--- config.mk ---
export PLATFORM = sky130hd
export DESIGN_NAME = asr_top
export DESIGN_NICKNAME = d
export VERILOG_FILES = /design/src/hw/asr_pkg.sv /design/src/hw/asr_fifo.sv /design/src/hw/asr_top.sv
export SDC_FILE = /design/constraint.sdc
export NUM_CORES = 1
export LEC_CHECK = 0
export BUFFER_PORTS_ARGS = -buffer_cell sky130_fd_sc_hd__clkbuf_2
export CORE_MARGIN = 2
export CORE_UTILIZATION = 30
export DETAILED_ROUTE_END_ITERATION = 16
export GPL_TIMING_DRIVEN = 0
export PLACE_DENSITY_LB_ADDON = 0.2
export REMOVE_ABC_BUFFERS = 1
export SYNTH_ARGS = -nofsm -noshare
export SYNTH_HDL_FRONTEND = slang
export SYNTH_SLANG_ARGS = --single-unit
--- constraint.sdc ---
create_clock -name clk_i -period 23 [get_ports clk_i]
set_input_delay 0 -clock clk_i [delete_from_list [all_inputs] [get_ports clk_i]]
set_output_delay 0 -clock clk_i [all_outputs]
set_load 0.02 [all_outputs]
--- src/hw/asr_pkg.sv ---
// constants and types for the serial port and ready signalling block
// Notes on behaviour
// - output changes on rise, input captured on fall
// - shift input bits on falls while selected
// - shift responses and data out while selected
// - serial output released while deselected
// - ready low marks new data or detection
// - select 00 follows most lagging channel
// - select 01 follows any channel result
// - select 10/11 follows most leading channel
// - global chop ignores source select
// - negative phase may delay first ready
// - above boundary, first ready in first period
// - at or below boundary, first ready delayed
// - boundaries per ratio, none above 1024
// - drive type picks push-pull or open-drain
// - level format holds low until data read
// - pulse format gives short low pulse
// - unread pulse makes next result skipped
// - no ready while data being read
// - sync/reset input syncs or resets device
// - deselect resets interface, ignores serial activity
// - word length 24 after reset
package asr_pkg;
  localparam int NCH        = 8;
  localparam int CH_W       = 3;
  localparam int PHASE_W    = 10;
  localparam int DATA_W     = 24;
  localparam int FIFO_DEPTH = 8;

  localparam logic [5:0] WLEN_16    = 6'h10;
  localparam logic [5:0] WLEN_24    = 6'h18;
  localparam logic [5:0] WLEN_32    = 6'h20;
  localparam logic [5:0] WLEN_RESET = WLEN_24;
  localparam logic [5:0] BIT_ONE    = 6'h01;
  localparam logic [3:0] WORD_LAST  = 4'h8;   // last data word index of a frame
  localparam logic [3:0] WORD_DONE  = 4'h9;

  localparam logic [1:0] SEL_ANY = 2'h1;
  localparam logic [1:0] SEL_LAG = 2'h0;

  localparam logic [2:0] OSR_128  = 3'h0;
  localparam logic [2:0] OSR_256  = 3'h1;
  localparam logic [2:0] OSR_512  = 3'h2;
  localparam logic [2:0] OSR_1024 = 3'h3;
  localparam logic [9:0] BOUND_128  = 10'h3ED;
  localparam logic [9:0] BOUND_256  = 10'h3AD;
  localparam logic [9:0] BOUND_512  = 10'h32D;
  localparam logic [9:0] BOUND_1024 = 10'h22D;

  localparam int CLK_NS         = 40;
  localparam int PULSE_NS       = 160;
  localparam int RESET_LOW_NS   = 20000;
  localparam int PULSE_CYC_INT  = (PULSE_NS + CLK_NS - 1) / CLK_NS;
  localparam int RESET_CYC_INT  = (RESET_LOW_NS + CLK_NS - 1) / CLK_NS;
  localparam logic [7:0]  PULSE_CYC = 8'(PULSE_CYC_INT);
  localparam logic [15:0] RESET_CYC = 16'(RESET_CYC_INT);

  typedef struct packed {
    logic [1:0] ready_source_select;
    logic       ready_drive_type;
    logic       ready_format;
    logic       global_chop;
    logic       current_detect;
  } asr_cfg_type;

  typedef logic [NCH-1:0][PHASE_W-1:0] asr_phase_type;

  typedef enum logic [1:0] {
    RDY_IDLE  = 2'b00,
    RDY_LOW   = 2'b01,
    RDY_BRIEF = 2'b10,
    RDY_PULSE = 2'b11
  } asr_rdy_type;

  typedef struct packed {
    logic [2:0] sclk;
    logic [2:0] cs_n;
    logic [2:0] din;
    logic [2:0] syn_n;
    logic       sclk_f;
    logic       cs_n_f;
    logic       din_f;
    logic       syn_n_f;
  } asr_pin_type;

  typedef struct packed {
    asr_pin_type pins;
    logic [31:0] rx;
    logic [31:0] tx;
    logic [5:0]  bit_cnt;
    logic [3:0]  word_cnt;
    logic [5:0]  word_len;
    logic [15:0] cmd_word;
    logic        cmd_valid;
    logic        dout;
    logic        dout_oe_n;
    asr_rdy_type rdy_st;
    logic [7:0]  rdy_cnt;
    logic        rdy_n;
    logic        rdy_oe_n;
    logic        fmt_l;
    logic        drv_l;
    logic        unread;
    logic        first_pend;
    logic        en_d;
    logic [15:0] syn_cnt;
    logic        sync_pulse;
    logic        dev_reset;
  } asr_state_type;
endpackage : asr_pkg

--- src/hw/asr_fifo.sv ---
// conversion data buffer between converter and serial port
`timescale 1ns/1ps
module asr_fifo #(
  parameter int W     = 24,
  parameter int DEPTH = 8
) (
  input  wire logic         clk_i,
  input  wire logic         sys_rst_i,
  input  wire logic         in_valid_i,
  input  wire logic [W-1:0] in_data_i,
  output logic              in_ready_o,
  output logic              out_valid_o,
  output logic [W-1:0]      out_data_o,
  input  wire logic         out_ready_i
);
  localparam int AW = $clog2(DEPTH);
  typedef struct packed {
    logic [DEPTH-1:0][W-1:0] mem;
    logic [AW-1:0]           wr;
    logic [AW-1:0]           rd;
    logic [AW:0]             cnt;
    logic                    full;
    logic                    valid;
    logic                    room;
  } asr_fifo_state_type;

  asr_fifo_state_type s;
  asr_fifo_state_type next_s;
  logic push;
  logic pop;

  assign push        = in_valid_i && !s.full;
  assign pop         = out_ready_i && s.valid;
  assign in_ready_o  = s.room;   // registered so the top's ready output comes from a flop
  assign out_valid_o = s.valid;
  assign out_data_o  = s.mem[s.rd];

  // pointer and count update, flags kept registered
  always_comb begin
    next_s = s;
    if (push) begin
      next_s.mem[s.wr] = in_data_i;
      next_s.wr        = AW'(s.wr + 1'b1);
    end
    if (pop) begin
      next_s.rd = AW'(s.rd + 1'b1);
    end
    next_s.cnt   = (AW+1)'(s.cnt + {{AW{1'b0}}, push} - {{AW{1'b0}}, pop});
    next_s.full  = (next_s.cnt == (AW+1)'(DEPTH));
    next_s.valid = (next_s.cnt != '0);
    next_s.room  = !next_s.full;
  end

  // state register
  always_ff @(posedge clk_i) begin
    if (sys_rst_i) begin
      s      <= '0;
      s.room <= 1'b1;
    end else begin
      s <= next_s;
    end
  end
endmodule : asr_fifo

--- src/hw/asr_top.sv ---
// serial slave port with ready output and data buffer
`timescale 1ns/1ps
module asr_top #(
  parameter int FIFO_DEPTH = asr_pkg::FIFO_DEPTH
) (
  input  wire logic                  clk_i,
  input  wire logic                  sys_rst_i,
  input  wire logic                  sclk_i,
  input  wire logic                  cs_n_i,
  input  wire logic                  din_i,
  input  wire logic                  sync_reset_n_i,
  input  wire logic                  conv_enable_i,
  input  wire asr_pkg::asr_cfg_type  cfg_i,
  input  wire logic [2:0]            oversampling_ratio_i,
  input  wire asr_pkg::asr_phase_type channel_phase_setting_i,
  input  wire logic [asr_pkg::NCH-1:0] chan_done_i,
  input  wire logic                  cd_event_i,
  input  wire logic                  wlen_load_i,
  input  wire logic [5:0]            wlen_i,
  input  wire logic                  data_valid_i,
  input  wire logic [asr_pkg::DATA_W-1:0] data_i,
  output logic                       data_ready_o,
  output logic                       dout_o,
  output logic                       dout_oe_n_o,
  output logic                       ready_out_n_o,
  output logic                       ready_oe_n_o,
  output logic [15:0]                cmd_word_o,
  output logic                       cmd_valid_o,
  output logic                       sync_pulse_o,
  output logic                       dev_reset_o
);
  asr_pkg::asr_state_type s;
  asr_pkg::asr_state_type next_s;
  logic                      fifo_valid;
  logic [asr_pkg::DATA_W-1:0] fifo_data;
  logic                      pop;
  logic                      sclk_rise;
  logic                      sclk_fall;
  logic                      cs_active;
  logic                      word_end;
  logic                      data_done;
  logic                      read_start;
  logic [asr_pkg::CH_W-1:0]  ctl;
  logic                      ev;
  logic                      late_first;
  logic                      ev_ok;

  // channel with most leading (lead=1) or most lagging phase
  function automatic logic [asr_pkg::CH_W-1:0] ctl_idx(input asr_pkg::asr_phase_type ph,
                                                        input logic lead);
    logic [asr_pkg::CH_W-1:0] best;
    best = '0;
    for (int i = 1; i < asr_pkg::NCH; i++) begin
      if (lead ? ($signed(ph[i]) < $signed(ph[best])) : ($signed(ph[i]) > $signed(ph[best])))
        best = asr_pkg::CH_W'(i);
    end
    return best;
  endfunction : ctl_idx

  // phase at or below the ratio's boundary pushes the first ready one period out
  function automatic logic past_bound(input logic [9:0] ph, input logic [2:0] oversampling_ratio);
    logic [9:0] b;
    logic       has;
    has = 1'b1;
    b   = asr_pkg::BOUND_128;
    case (oversampling_ratio)
      asr_pkg::OSR_128:  b = asr_pkg::BOUND_128;
      asr_pkg::OSR_256:  b = asr_pkg::BOUND_256;
      asr_pkg::OSR_512:  b = asr_pkg::BOUND_512;
      asr_pkg::OSR_1024: b = asr_pkg::BOUND_1024;
      default:           has = 1'b0;
    endcase
    return has && ($signed(ph) <= $signed(b));
  endfunction : past_bound

  // command sits in the top 16 bits of the received word
  function automatic logic [15:0] cmd_of(input logic [31:0] w, input logic [5:0] wl);
    logic [15:0] c;
    c = w[23:8];
    if (wl == asr_pkg::WLEN_16) c = w[15:0];
    if (wl == asr_pkg::WLEN_32) c = w[31:16];
    return c;
  endfunction : cmd_of

  // data word left aligned: 16-bit drops low byte, 32-bit pads zeros
  function automatic logic [31:0] tx_of(input logic [23:0] d, input logic [5:0] wl);
    return (wl == asr_pkg::WLEN_16) ? {d[23:8], 16'h0000} : {d, 8'h00};
  endfunction : tx_of

  // a pin change counts once the second and third stages agree
  function automatic logic settled(input logic [2:0] v);
    return v[1] == v[2];
  endfunction : settled

  asr_fifo #(
    .W     (asr_pkg::DATA_W),
    .DEPTH (FIFO_DEPTH)
  ) u_fifo (
    .clk_i       (clk_i),
    .sys_rst_i   (sys_rst_i),
    .in_valid_i  (data_valid_i),
    .in_data_i   (data_i),
    .in_ready_o  (data_ready_o),
    .out_valid_o (fifo_valid),
    .out_data_o  (fifo_data),
    .out_ready_i (pop)
  );

  // serial clock edges found by the system clock
  assign sclk_rise  = settled(s.pins.sclk) && s.pins.sclk[2] && !s.pins.sclk_f;
  assign sclk_fall  = settled(s.pins.sclk) && !s.pins.sclk[2] && s.pins.sclk_f;
  assign cs_active  = !s.pins.cs_n_f;
  assign word_end   = cs_active && sclk_fall && (s.bit_cnt == 6'(s.word_len - asr_pkg::BIT_ONE));
  assign data_done  = word_end && (s.word_cnt == asr_pkg::WORD_LAST);
  assign read_start = word_end && (s.word_cnt == 4'h0);
  assign pop        = word_end && (s.word_cnt < asr_pkg::WORD_LAST) && fifo_valid;

  // ready source: lagging, any, leading; chop and detect bypass the select
  assign ctl = ctl_idx(channel_phase_setting_i, cfg_i.ready_source_select[1]);
  always_comb begin
    if (cfg_i.current_detect) begin
      ev = cd_event_i;
    end else if (cfg_i.global_chop || cfg_i.ready_source_select == asr_pkg::SEL_ANY) begin
      ev = |chan_done_i;
    end else begin
      ev = chan_done_i[ctl];
    end
  end
  assign late_first = !cfg_i.current_detect && !cfg_i.global_chop &&
                      (cfg_i.ready_source_select != asr_pkg::SEL_ANY) &&
                      past_bound(channel_phase_setting_i[ctl], oversampling_ratio_i);
  assign ev_ok = ev && !(s.first_pend && late_first) && !cs_active;

  // next state of the whole block
  always_comb begin
    next_s            = s;
    next_s.cmd_valid  = 1'b0;
    next_s.sync_pulse = 1'b0;
    next_s.dev_reset  = 1'b0;
    next_s.en_d       = conv_enable_i;
    // three-stage pin synchronisers
    next_s.pins.sclk  = {s.pins.sclk[1:0], sclk_i};
    next_s.pins.cs_n  = {s.pins.cs_n[1:0], cs_n_i};
    next_s.pins.din   = {s.pins.din[1:0], din_i};
    next_s.pins.syn_n = {s.pins.syn_n[1:0], sync_reset_n_i};
    if (settled(s.pins.sclk)) next_s.pins.sclk_f = s.pins.sclk[2];
    if (settled(s.pins.cs_n)) next_s.pins.cs_n_f = s.pins.cs_n[2];
    if (settled(s.pins.din)) next_s.pins.din_f = s.pins.din[2];
    if (settled(s.pins.syn_n)) next_s.pins.syn_n_f = s.pins.syn_n[2];
    // serial shifter, counters, tx and dout cleared whenever deselected, rx kept
    if (!cs_active) begin
      next_s.bit_cnt   = '0;
      next_s.word_cnt  = '0;
      next_s.tx        = '0;
      next_s.dout      = 1'b0;
      next_s.dout_oe_n = 1'b1;
    end else begin
      next_s.dout_oe_n = 1'b0;
      if (sclk_rise) begin
        next_s.dout = s.tx[31];
        next_s.tx   = {s.tx[30:0], 1'b0};
      end
      if (sclk_fall) begin
        next_s.rx      = {s.rx[30:0], s.pins.din_f};
        next_s.bit_cnt = 6'(s.bit_cnt + asr_pkg::BIT_ONE);
      end
      if (word_end) begin
        next_s.bit_cnt = '0;
        if (s.word_cnt == 4'h0) begin
          next_s.cmd_word  = cmd_of({s.rx[30:0], s.pins.din_f}, s.word_len);
          next_s.cmd_valid = 1'b1;
        end
        if (s.word_cnt != asr_pkg::WORD_DONE) next_s.word_cnt = 4'(s.word_cnt + 4'h1);
        if (pop) next_s.tx = tx_of(fifo_data, s.word_len);
      end
    end
    if (wlen_load_i && (wlen_i == asr_pkg::WLEN_16 || wlen_i == asr_pkg::WLEN_24 ||
                        wlen_i == asr_pkg::WLEN_32)) begin
      next_s.word_len = wlen_i;
    end
    // short low on sync/reset syncs, long low resets
    if (!s.pins.syn_n_f) begin
      if (s.syn_cnt != asr_pkg::RESET_CYC) next_s.syn_cnt = 16'(s.syn_cnt + 16'h0001);
    end else begin
      next_s.syn_cnt = '0;
      if (s.syn_cnt == asr_pkg::RESET_CYC) next_s.dev_reset = 1'b1;
      else if (s.syn_cnt != '0) next_s.sync_pulse = 1'b1;
    end
    // first event after sync or enable may be pushed out one period
    if (ev) next_s.first_pend = 1'b0;
    if (next_s.sync_pulse || (conv_enable_i && !s.en_d)) next_s.first_pend = 1'b1;
    if (read_start) next_s.unread = 1'b0;
    // ready output sequencing
    unique case (s.rdy_st)
      asr_pkg::RDY_IDLE: begin
        if (ev_ok) begin
          next_s.fmt_l = cfg_i.ready_format;
          next_s.drv_l = cfg_i.ready_drive_type;
          if (!cfg_i.ready_format) begin
            next_s.rdy_st = asr_pkg::RDY_LOW;
            next_s.rdy_n  = 1'b0;
          end else if (s.unread) begin
            next_s.unread = 1'b0;
          end else begin
            next_s.rdy_st  = asr_pkg::RDY_PULSE;
            next_s.rdy_n   = 1'b0;
            next_s.rdy_cnt = asr_pkg::PULSE_CYC;
            next_s.unread  = 1'b1;
          end
        end
      end
      asr_pkg::RDY_LOW: begin
        if (data_done) begin
          next_s.rdy_st = asr_pkg::RDY_IDLE;
          next_s.rdy_n  = 1'b1;
        end else if (ev_ok) begin
          next_s.rdy_st = asr_pkg::RDY_BRIEF;
          next_s.rdy_n  = 1'b1;
        end
      end
      asr_pkg::RDY_BRIEF: begin
        next_s.rdy_st = asr_pkg::RDY_LOW;
        next_s.rdy_n  = 1'b0;
      end
      asr_pkg::RDY_PULSE: begin
        next_s.rdy_cnt = 8'(s.rdy_cnt - 8'h01);
        if (s.rdy_cnt == 8'h01) begin
          next_s.rdy_st = asr_pkg::RDY_IDLE;
          next_s.rdy_n  = 1'b1;
        end
      end
    endcase
    // long sync/reset pulse restores word length, ready sequencing and the unread and first_pend flags
    if (next_s.dev_reset) begin
      next_s.word_len   = asr_pkg::WLEN_RESET;
      next_s.rdy_st     = asr_pkg::RDY_IDLE;
      next_s.rdy_n      = 1'b1;
      next_s.unread     = 1'b0;
      next_s.first_pend = 1'b1;
    end
    next_s.rdy_oe_n = next_s.rdy_n && next_s.drv_l;
  end

  // state register
  always_ff @(posedge clk_i) begin
    if (sys_rst_i) begin
      s              <= '0;
      s.pins.sclk    <= 3'h0;
      s.pins.cs_n    <= 3'h7;
      s.pins.syn_n   <= 3'h7;
      s.pins.cs_n_f  <= 1'b1;
      s.pins.syn_n_f <= 1'b1;
      s.word_len     <= asr_pkg::WLEN_RESET;
      s.dout_oe_n    <= 1'b1;
      s.rdy_st       <= asr_pkg::RDY_IDLE;
      s.rdy_n        <= 1'b1;
      s.first_pend   <= 1'b1;
    end else begin
      s <= next_s;
    end
  end

  assign dout_o        = s.dout;
  assign dout_oe_n_o   = s.dout_oe_n;
  assign ready_out_n_o = s.rdy_n;
  assign ready_oe_n_o  = s.rdy_oe_n;
  assign cmd_word_o    = s.cmd_word;
  assign cmd_valid_o   = s.cmd_valid;
  assign sync_pulse_o  = s.sync_pulse;
  assign dev_reset_o   = s.dev_reset;
endmodule : asr_top

======== Word-level counts from Yosys, hierarchy flattened ========
Cells that the tools add are included.
cells by class
  add/sub/neg operators ................... 9
  $lt $le $gt $ge ......................... 26
  eq/ne operators ......................... 30
  mux-type cells .......................... 73
  bitwise operators ....................... 2
  reduce and logical (&&, ||, !) cells .... 55
operators with widths
  operator                                                 count
  binary-select mux 10 bit (select 3 bit)                  7
  bitwise mux 192 bit                                      1
  binary-select mux 24 bit (select 3 bit)                  1
  demux 24 bit (select 3 bit)                              1
  > comparator 10 bit                                      7
  < comparator 10 bit                                      7
  2-to-1 mux 10 bit                                        7
  2-to-1 mux 32 bit                                        2
  2-to-1 mux 16 bit                                        3
  2-to-1 mux 24 bit                                        2
  2-to-1 mux 42 bit                                        1
  < comparator 3 x 4 -> 1 bit (second input constant)      9
  case mux 9 bit (3 select lines)                          1
  2-to-1 mux 1 bit                                         25
  logical AND 1 bit                                        23
  2-to-1 mux 11 bit                                        2
  equality test 6 x 5 -> 1 bit (second input constant)     3
  2-to-1 mux 3 bit                                         6
  adder 16 x 1 -> 16 bit (second input constant)           1
  equality test 16 x 9 -> 1 bit (second input constant)    1
  inequality test 16 x 9 -> 1 bit (second input constant)  1
  case mux 8 bit (2 select lines)                          1
  nonzero test 16 bit                                      1
  2-to-1 mux 2 bit                                         7
  other kinds (44)                                         75
word-level totals
  flip-flop bits (word level) ............. 353
  output and inout bits ................... 24
  logic and storage cells ................. 237

======== Logic depth before layout (Yosys ltp) ========
  depth in word-level cells ............... 47
  depth in mapped cells ................... 97
  mapped depth without buffers ............ 90

======== By module ========
Synthesis repeated with hierarchy kept, for this count alone.
unflattened totals
  cells, all modules ...................... 2489
  area, all modules ....................... 20078.0 um^2
modules (own cells, without submodules)
  module    instances  cells each  area each (um^2)  sequential area each (um^2)
  asr_top   1          1432        10730.3           2962.8
  asr_fifo  1          1057        9347.7            4103.9

======== Worst setup path before layout ========
No wires, ideal clock.
  kind .................................... input to register
  start ................................... input port channel_phase_setting_i[7] in the netlist's numbering
  end ..................................... register s[27] in the netlist's numbering
  setup time .............................. 0.120 ns
  arrival ................................. 18.675 ns
  required time ........................... 22.880 ns
  setup slack ............................. 4.206 ns
  cell stages on the path ................. 91
  buffers on the path ..................... 9
  cell sequence ........................... inv_1 ha_1 a211oi_1 nor2_1 a2111oi_2 xnor2_1 mux2_1 buf_6 mux2i_1 ha_1 a21oi_1 o21ai_1 a2111oi_2 xor2_1 mux2i_2 clkbuf_1 nor2_1 a21o_1 (+55 left out) or3_1 a31oi_1 clkbuf_1 nand2b_1 clkbuf_1 mux2_2 o211ai_1 o21ai_0 ha_1 a21o_1 a21o_1 o311a_1 a41o_1 a31oi_1 o221ai_1 o31ai_2 nor3_2 o31a_1
on the way
  longest elaborated chain between the ends .. 44
  elaborated cells on any way between the ends .. 55
  those cells by class .................... order compare (15); eq/ne (1); mux (32); reduce/logical (7)
ends and longest elaborated chain
  what                                                               RTL line        RTL
  start: declaration                                                 asr_top.sv:15   input wire asr_pkg::asr_phase_type channel_phase_setting_i,
  > comparator 10 bit / < comparator 10 bit (equally long branches)  asr_top.sv:54   if (lead ? ($signed(ph[i]) < $signed(ph[best])) : ($signed(ph[i]) > $signed(ph[best])))
  2-to-1 mux 1 bit (2 in a row)                                      asr_top.sv:54
  binary-select mux 10 bit (select 3 bit)                            asr_top.sv:54
  2-to-1 mux 10 bit (implied by the code)                            asr_top.sv:54
  > comparator 10 bit / < comparator 10 bit (equally long branches)  asr_top.sv:54
  2-to-1 mux 1 bit                                                   asr_top.sv:54
  2-to-1 mux 3 bit                                                   asr_top.sv:54
  binary-select mux 10 bit (select 3 bit)                            asr_top.sv:54
  (+26 left out)                                                     n/a
  <= comparator 10 bit                                               asr_top.sv:73   return has && ($signed(ph) <= $signed(b));
  logical AND 1 bit                                                  asr_top.sv:73
  logical AND 1 bit                                                  asr_top.sv:130  (cfg_i.ready_source_select != asr_pkg::SEL_ANY) &&
  logical AND 1 bit                                                  asr_top.sv:132  assign ev_ok = ev && !(s.first_pend && late_first) && !cs_active;
  zero test 1 bit                                                    asr_top.sv:132
  logical AND 1 bit (*) (2 in a row)                                 asr_top.sv:132
  inequality test 2 bit (no source line) (*)                         n/a
  AND reduction 4 bit (no source line) (*)                           n/a
  end signal: assignment                                             asr_top.sv:259  s <= next_s;
  end: declaration                                                   asr_top.sv:32   asr_pkg::asr_state_type s;
Every way passes the cells marked *; elsewhere a longest branch is shown, timed or not. The select of a mux whose other input is x is not followed.
A chain may end at the register's enable or synchronous reset.

======== Final worst setup path ========
  start ................................... input port channel_phase_setting_i[5] in the netlist's numbering
  end ..................................... register s[27] in the netlist's numbering
The elaborated chain is that of the path after synthesis.

==> metrics <==
result of the run finished, final reports clean; class of the tightest hold or removal check input port to register; GR Util met2 29.7%; remaining global-route overflow 0; maximum single-stage delay on the critical path 660 ps; number of antenna violations at the first check in global routing 4; GR Layer Usage met1 25.4%; timing-limited maximum frequency 46.0 MHz; Final Max Slew Viols 0; ranking of synthesized cells by area dfxtp_1 (37%), nand2_1 (12%), a21oi_1 (8.7%); Syn Std Cell Area 0.0192 sq mm; area growth from synthesis to layout 17.5%; number of distinct library cells after synthesis 87; global-route wire length before repair 97200 microns; maximum level of the CTS H-tree 2; Floorplan Core Area 0.0632 sq mm; TritonRoute pass-1 iters 5; Avg Inst Size Synth 7.97 sq um; share of async-settable or async-resettable flops after synthesis 0%; clock buffer depth 3; Clock Root Buffer clkbuf_16; TritonCTS clock tree yes; slew margin rel. 3.17%; crit path launch channel_phase_setting_i[5]; Starting DRT DRC Count 1239; floorplan die area 0.0662 sq mm; # rows 92; routed wire length 62200 microns; Worst Path Arrival 22170 ps; power density normalized to cell area 105 mW/mm^2; final hold violation count 0; max-cap viol count 0; vias in the first global route 17000; transition time of the tightest slew-check pin 1450 ps; yosys warns 0; clock transition at the register clock pins on the worst setup and hold paths after CTS 60 ps; detailed-route via count 17600; worst slack on hold paths 57.3 ps; layout cell share with drive strength beyond 1 14.7%; Clk Latency, worst-skew pair 530 ps; Vert. Die Dim 257 microns; CP Data Required Time 23420 ps; Setup Skew 17.4 ps; layout net count 2720; proportion of netlist area held by the largest area contributor 36.7%; Leakage Power 8.36 nW; via density per instance 5.22; initial core utilization 30.4%; crit share post-route 94.6%; critical path fanouts, max 20; final setup vio count 0; hold path start data_valid_i; Final Wtd Congestion 0.951; sequential area share after synthesis 36.7%; number of design rule violations left after detail routing 0; count of buffers inserted at the top-level ports 160; kind of start point of the critical path input port; Critical R2R Launch next_s[149]$_SDFF_PP0_; HPWL Detailed 43600 microns; number of sinks on the clock net 353; global-route usage over all layers 18.4%; setup repair after global routing missed its margin no; global routing's busiest layer met2; dominant cell type by area after synthesis dfxtp_1; Num CTS Buffers 38; remaining number of nets flagged by the antenna check after routing 0; Synth Instances 2414; crit path kind input port to register; peak supply drop 0.0496 mV; critical path's most frequent cell ha_1; standard cell with the maximum stage delay on the critical path a211oi_1; Ports 161; Pwr Total 2.38 mW; routed length per instance 18.5 microns; Die X-Extent 257 microns; number of enable flip-flop cells after synthesis 0; FF+latch count, synth 353; min cycle time layout 21750 ps; pin count of the biggest net entering global routing 124; met3 Resource Use GR 3.03%; crit path capture type register; Area after DPL 0.0208 sq mm; finished layout cell area 0.0226 sq mm; primary flip-flop cell chosen by synthesis mapping dfxtp_1
==> worst paths after layout <==
| path | to | slack, ps | cells after the start |
|---|---|---|---|
| worst max-delay path | s[27]$_SDFFE_PP0P_ | 1250 | 82 |
| worst min register to register | next_s[146]$_SDFF_PP1_ | 420 | 1 |
| worst min-delay path | u_fifo.s[11]$_SDFFE_PP0P_ | 60 | 4 |
| worst max register to register | u_fifo.in_ready_o$_SDFF_PP1_ | 18060 | 19 |
==> metrics by stage <==
| step | worst slack (ps) | TNS [ps] | cells | utilization, % |
|---|---|---|---|---|
| 6_report | 1250 | 0 | 3369 | 35.8 |
| 5_1_grt | 85.3 | 0 | 3369 | 35.8 |
| 4_1_cts | 266 | 0 | 3362 | 35.6 |
| 3_5_place_dp | -2980 | -39370 | 3248 | 32.9 |
| 3_3_place_gp | -4020 | -55320 | 3224 | 32.1 |
| 2_1_floorplan | 3200 | 0 | 2218 | - |
==> cell usage in the layout (no fill, tap or decap), types with 6 or more instances in the layout <==
| cell type | synthesis | final |
|---|---|---|
| dlygate4sd3_1 | 0 | 42 |
| nand2b_1 | 14 | 13 |
| nand3_1 | 35 | 34 |
| nor3_1 | 23 | 22 |
| a21o_1 | 11 | 11 |
| buf_8 | 0 | 11 |
| and3_1 | 13 | 13 |
| a211oi_1 | 58 | 58 |
| a31oi_1 | 19 | 18 |
| a311oi_1 | 25 | 25 |
| ha_1 | 90 | 90 |
| clkbuf_2 | 22 | 159 |
| inv_1 | 48 | 48 |
| nor2b_1 | 35 | 33 |
| mux2_2 | 20 | 20 |
| o21ai_1 | 9 | 9 |
| and2_1 | 8 | 8 |
| o21a_1 | 9 | 9 |
| clkbuf_8 | 0 | 9 |
| mux4_2 | 48 | 48 |
| o221ai_1 | 6 | 6 |
| or2_2 | 12 | 12 |
| clkinv_2 | 0 | 7 |
| dfxtp_1 | 353 | 350 |
| nand3b_1 | 8 | 8 |
| o21ai_0 | 41 | 41 |
| xor2_1 | 27 | 27 |
| nor4_1 | 7 | 7 |
| nand2_1 | 629 | 627 |
| clkbuf_16 | 0 | 39 |
| clkbuf_1 | 143 | 11 |
| mux2i_1 | 54 | 54 |
| a21oi_1 | 333 | 333 |
| o211ai_1 | 11 | 11 |
| buf_4 | 17 | 8 |
| nor2_1 | 147 | 143 |
| nand4_1 | 18 | 18 |
| xnor2_1 | 15 | 15 |
| buf_16 | 0 | 8 |
==> cells by family (layout without fill, tap and decap cells) <==
| group | Yosys count | after routing | share of synthesized area (%) |
|---|---|---|---|
| AO/OA/AOI/OAI | 579 | 579 | 18.5 |
| flip-flops | 353 | 353 | 36.7 |
| other | 0 | 2 | 0 |
| multiplexers | 126 | 126 | 9.87 |
| buffers and inverters | 244 | 351 | 5.33 |
| AND/OR/NAND/NOR | 979 | 979 | 21.7 |
| XOR/XNOR | 42 | 42 | 1.91 |
| adder cells (fa/ha/maj) | 91 | 91 | 5.96 |
==> critical path: cells and delay by family <==
family	cells	cell delay, ps
AO/OA/AOI/OAI	41	9980
buffers and inverters	4	690
adder cells (fa/ha/maj)	8	2660
AND/OR/NAND/NOR	16	3950
multiplexers	11	4230
XOR/XNOR	2	600
==> routing by layer <==
layer	vias up	share of wire [%]
li1	8550	-
met1	8449	46
met2	482	45
met3	92	5.9
met4	4	2.2
met5	-	0.043
==> sequential cells by signal, summed over array words and instances, names as in the netlist <==
register and cells:
s 117, dout_o 1, cmd_word_o 16, u_fifo.out_valid_o 1, next_s 8, sync_pulse_o 1, u_fifo.s 203, dev_reset_o 1
ready_out_n_o 1, ready_oe_n_o 1, cmd_valid_o 1, dout_oe_n_o 1, u_fifo.in_ready_o 1
==> what timing repair did <==
action,4_1_cts,5_1_grt
gates resized for setup,8,7
hold buffers,42,0
hold endpoints to repair,214,0
pin swaps,1,1
endpoints found under the setup margin,14,14
setup buffers,3,5
==> power by group <==
part	switching (mW)	total, mW	leakage, nW	internal, mW
Sequential	0.0202	0.661	2.86	0.641
Combinational	0.703	1.10	4.88	0.394
Clock	0.252	0.624	0.625	0.372
==> layout make-up <==
type | count | area [sq um]
Timing Repair Buffer | 234 | 1740
Antenna cell | 2 | 5.00
Fill cell | 6566 | 40600
Inverter | 48 | 180
Multi-Input combinational cell | 1817 | 11300
Clock inverter | 11 | 134
Clock buffer | 58 | 1130
Tap cell | 846 | 1060
Sequential cell | 353 | 7080
==> cells in the mapped netlist (13+ instances only) <==
cell	number
ha_1	90
nand4_1	18
xor2_1	27
clkbuf_1	143
dfxtp_1	353
o21ai_0	41
nand3_1	35
mux2i_1	54
a21oi_1	333
nor3_1	23
and3_1	13
a211oi_1	58
a311oi_1	25
mux4_2	48
xnor2_1	15
nand2b_1	14
nand2_1	629
inv_1	48
buf_4	17
nor2b_1	35
clkbuf_2	22
nor2_1	147
mux2_2	20
a31oi_1	19
No activity file was read; power rests on OpenSTA's default activity.
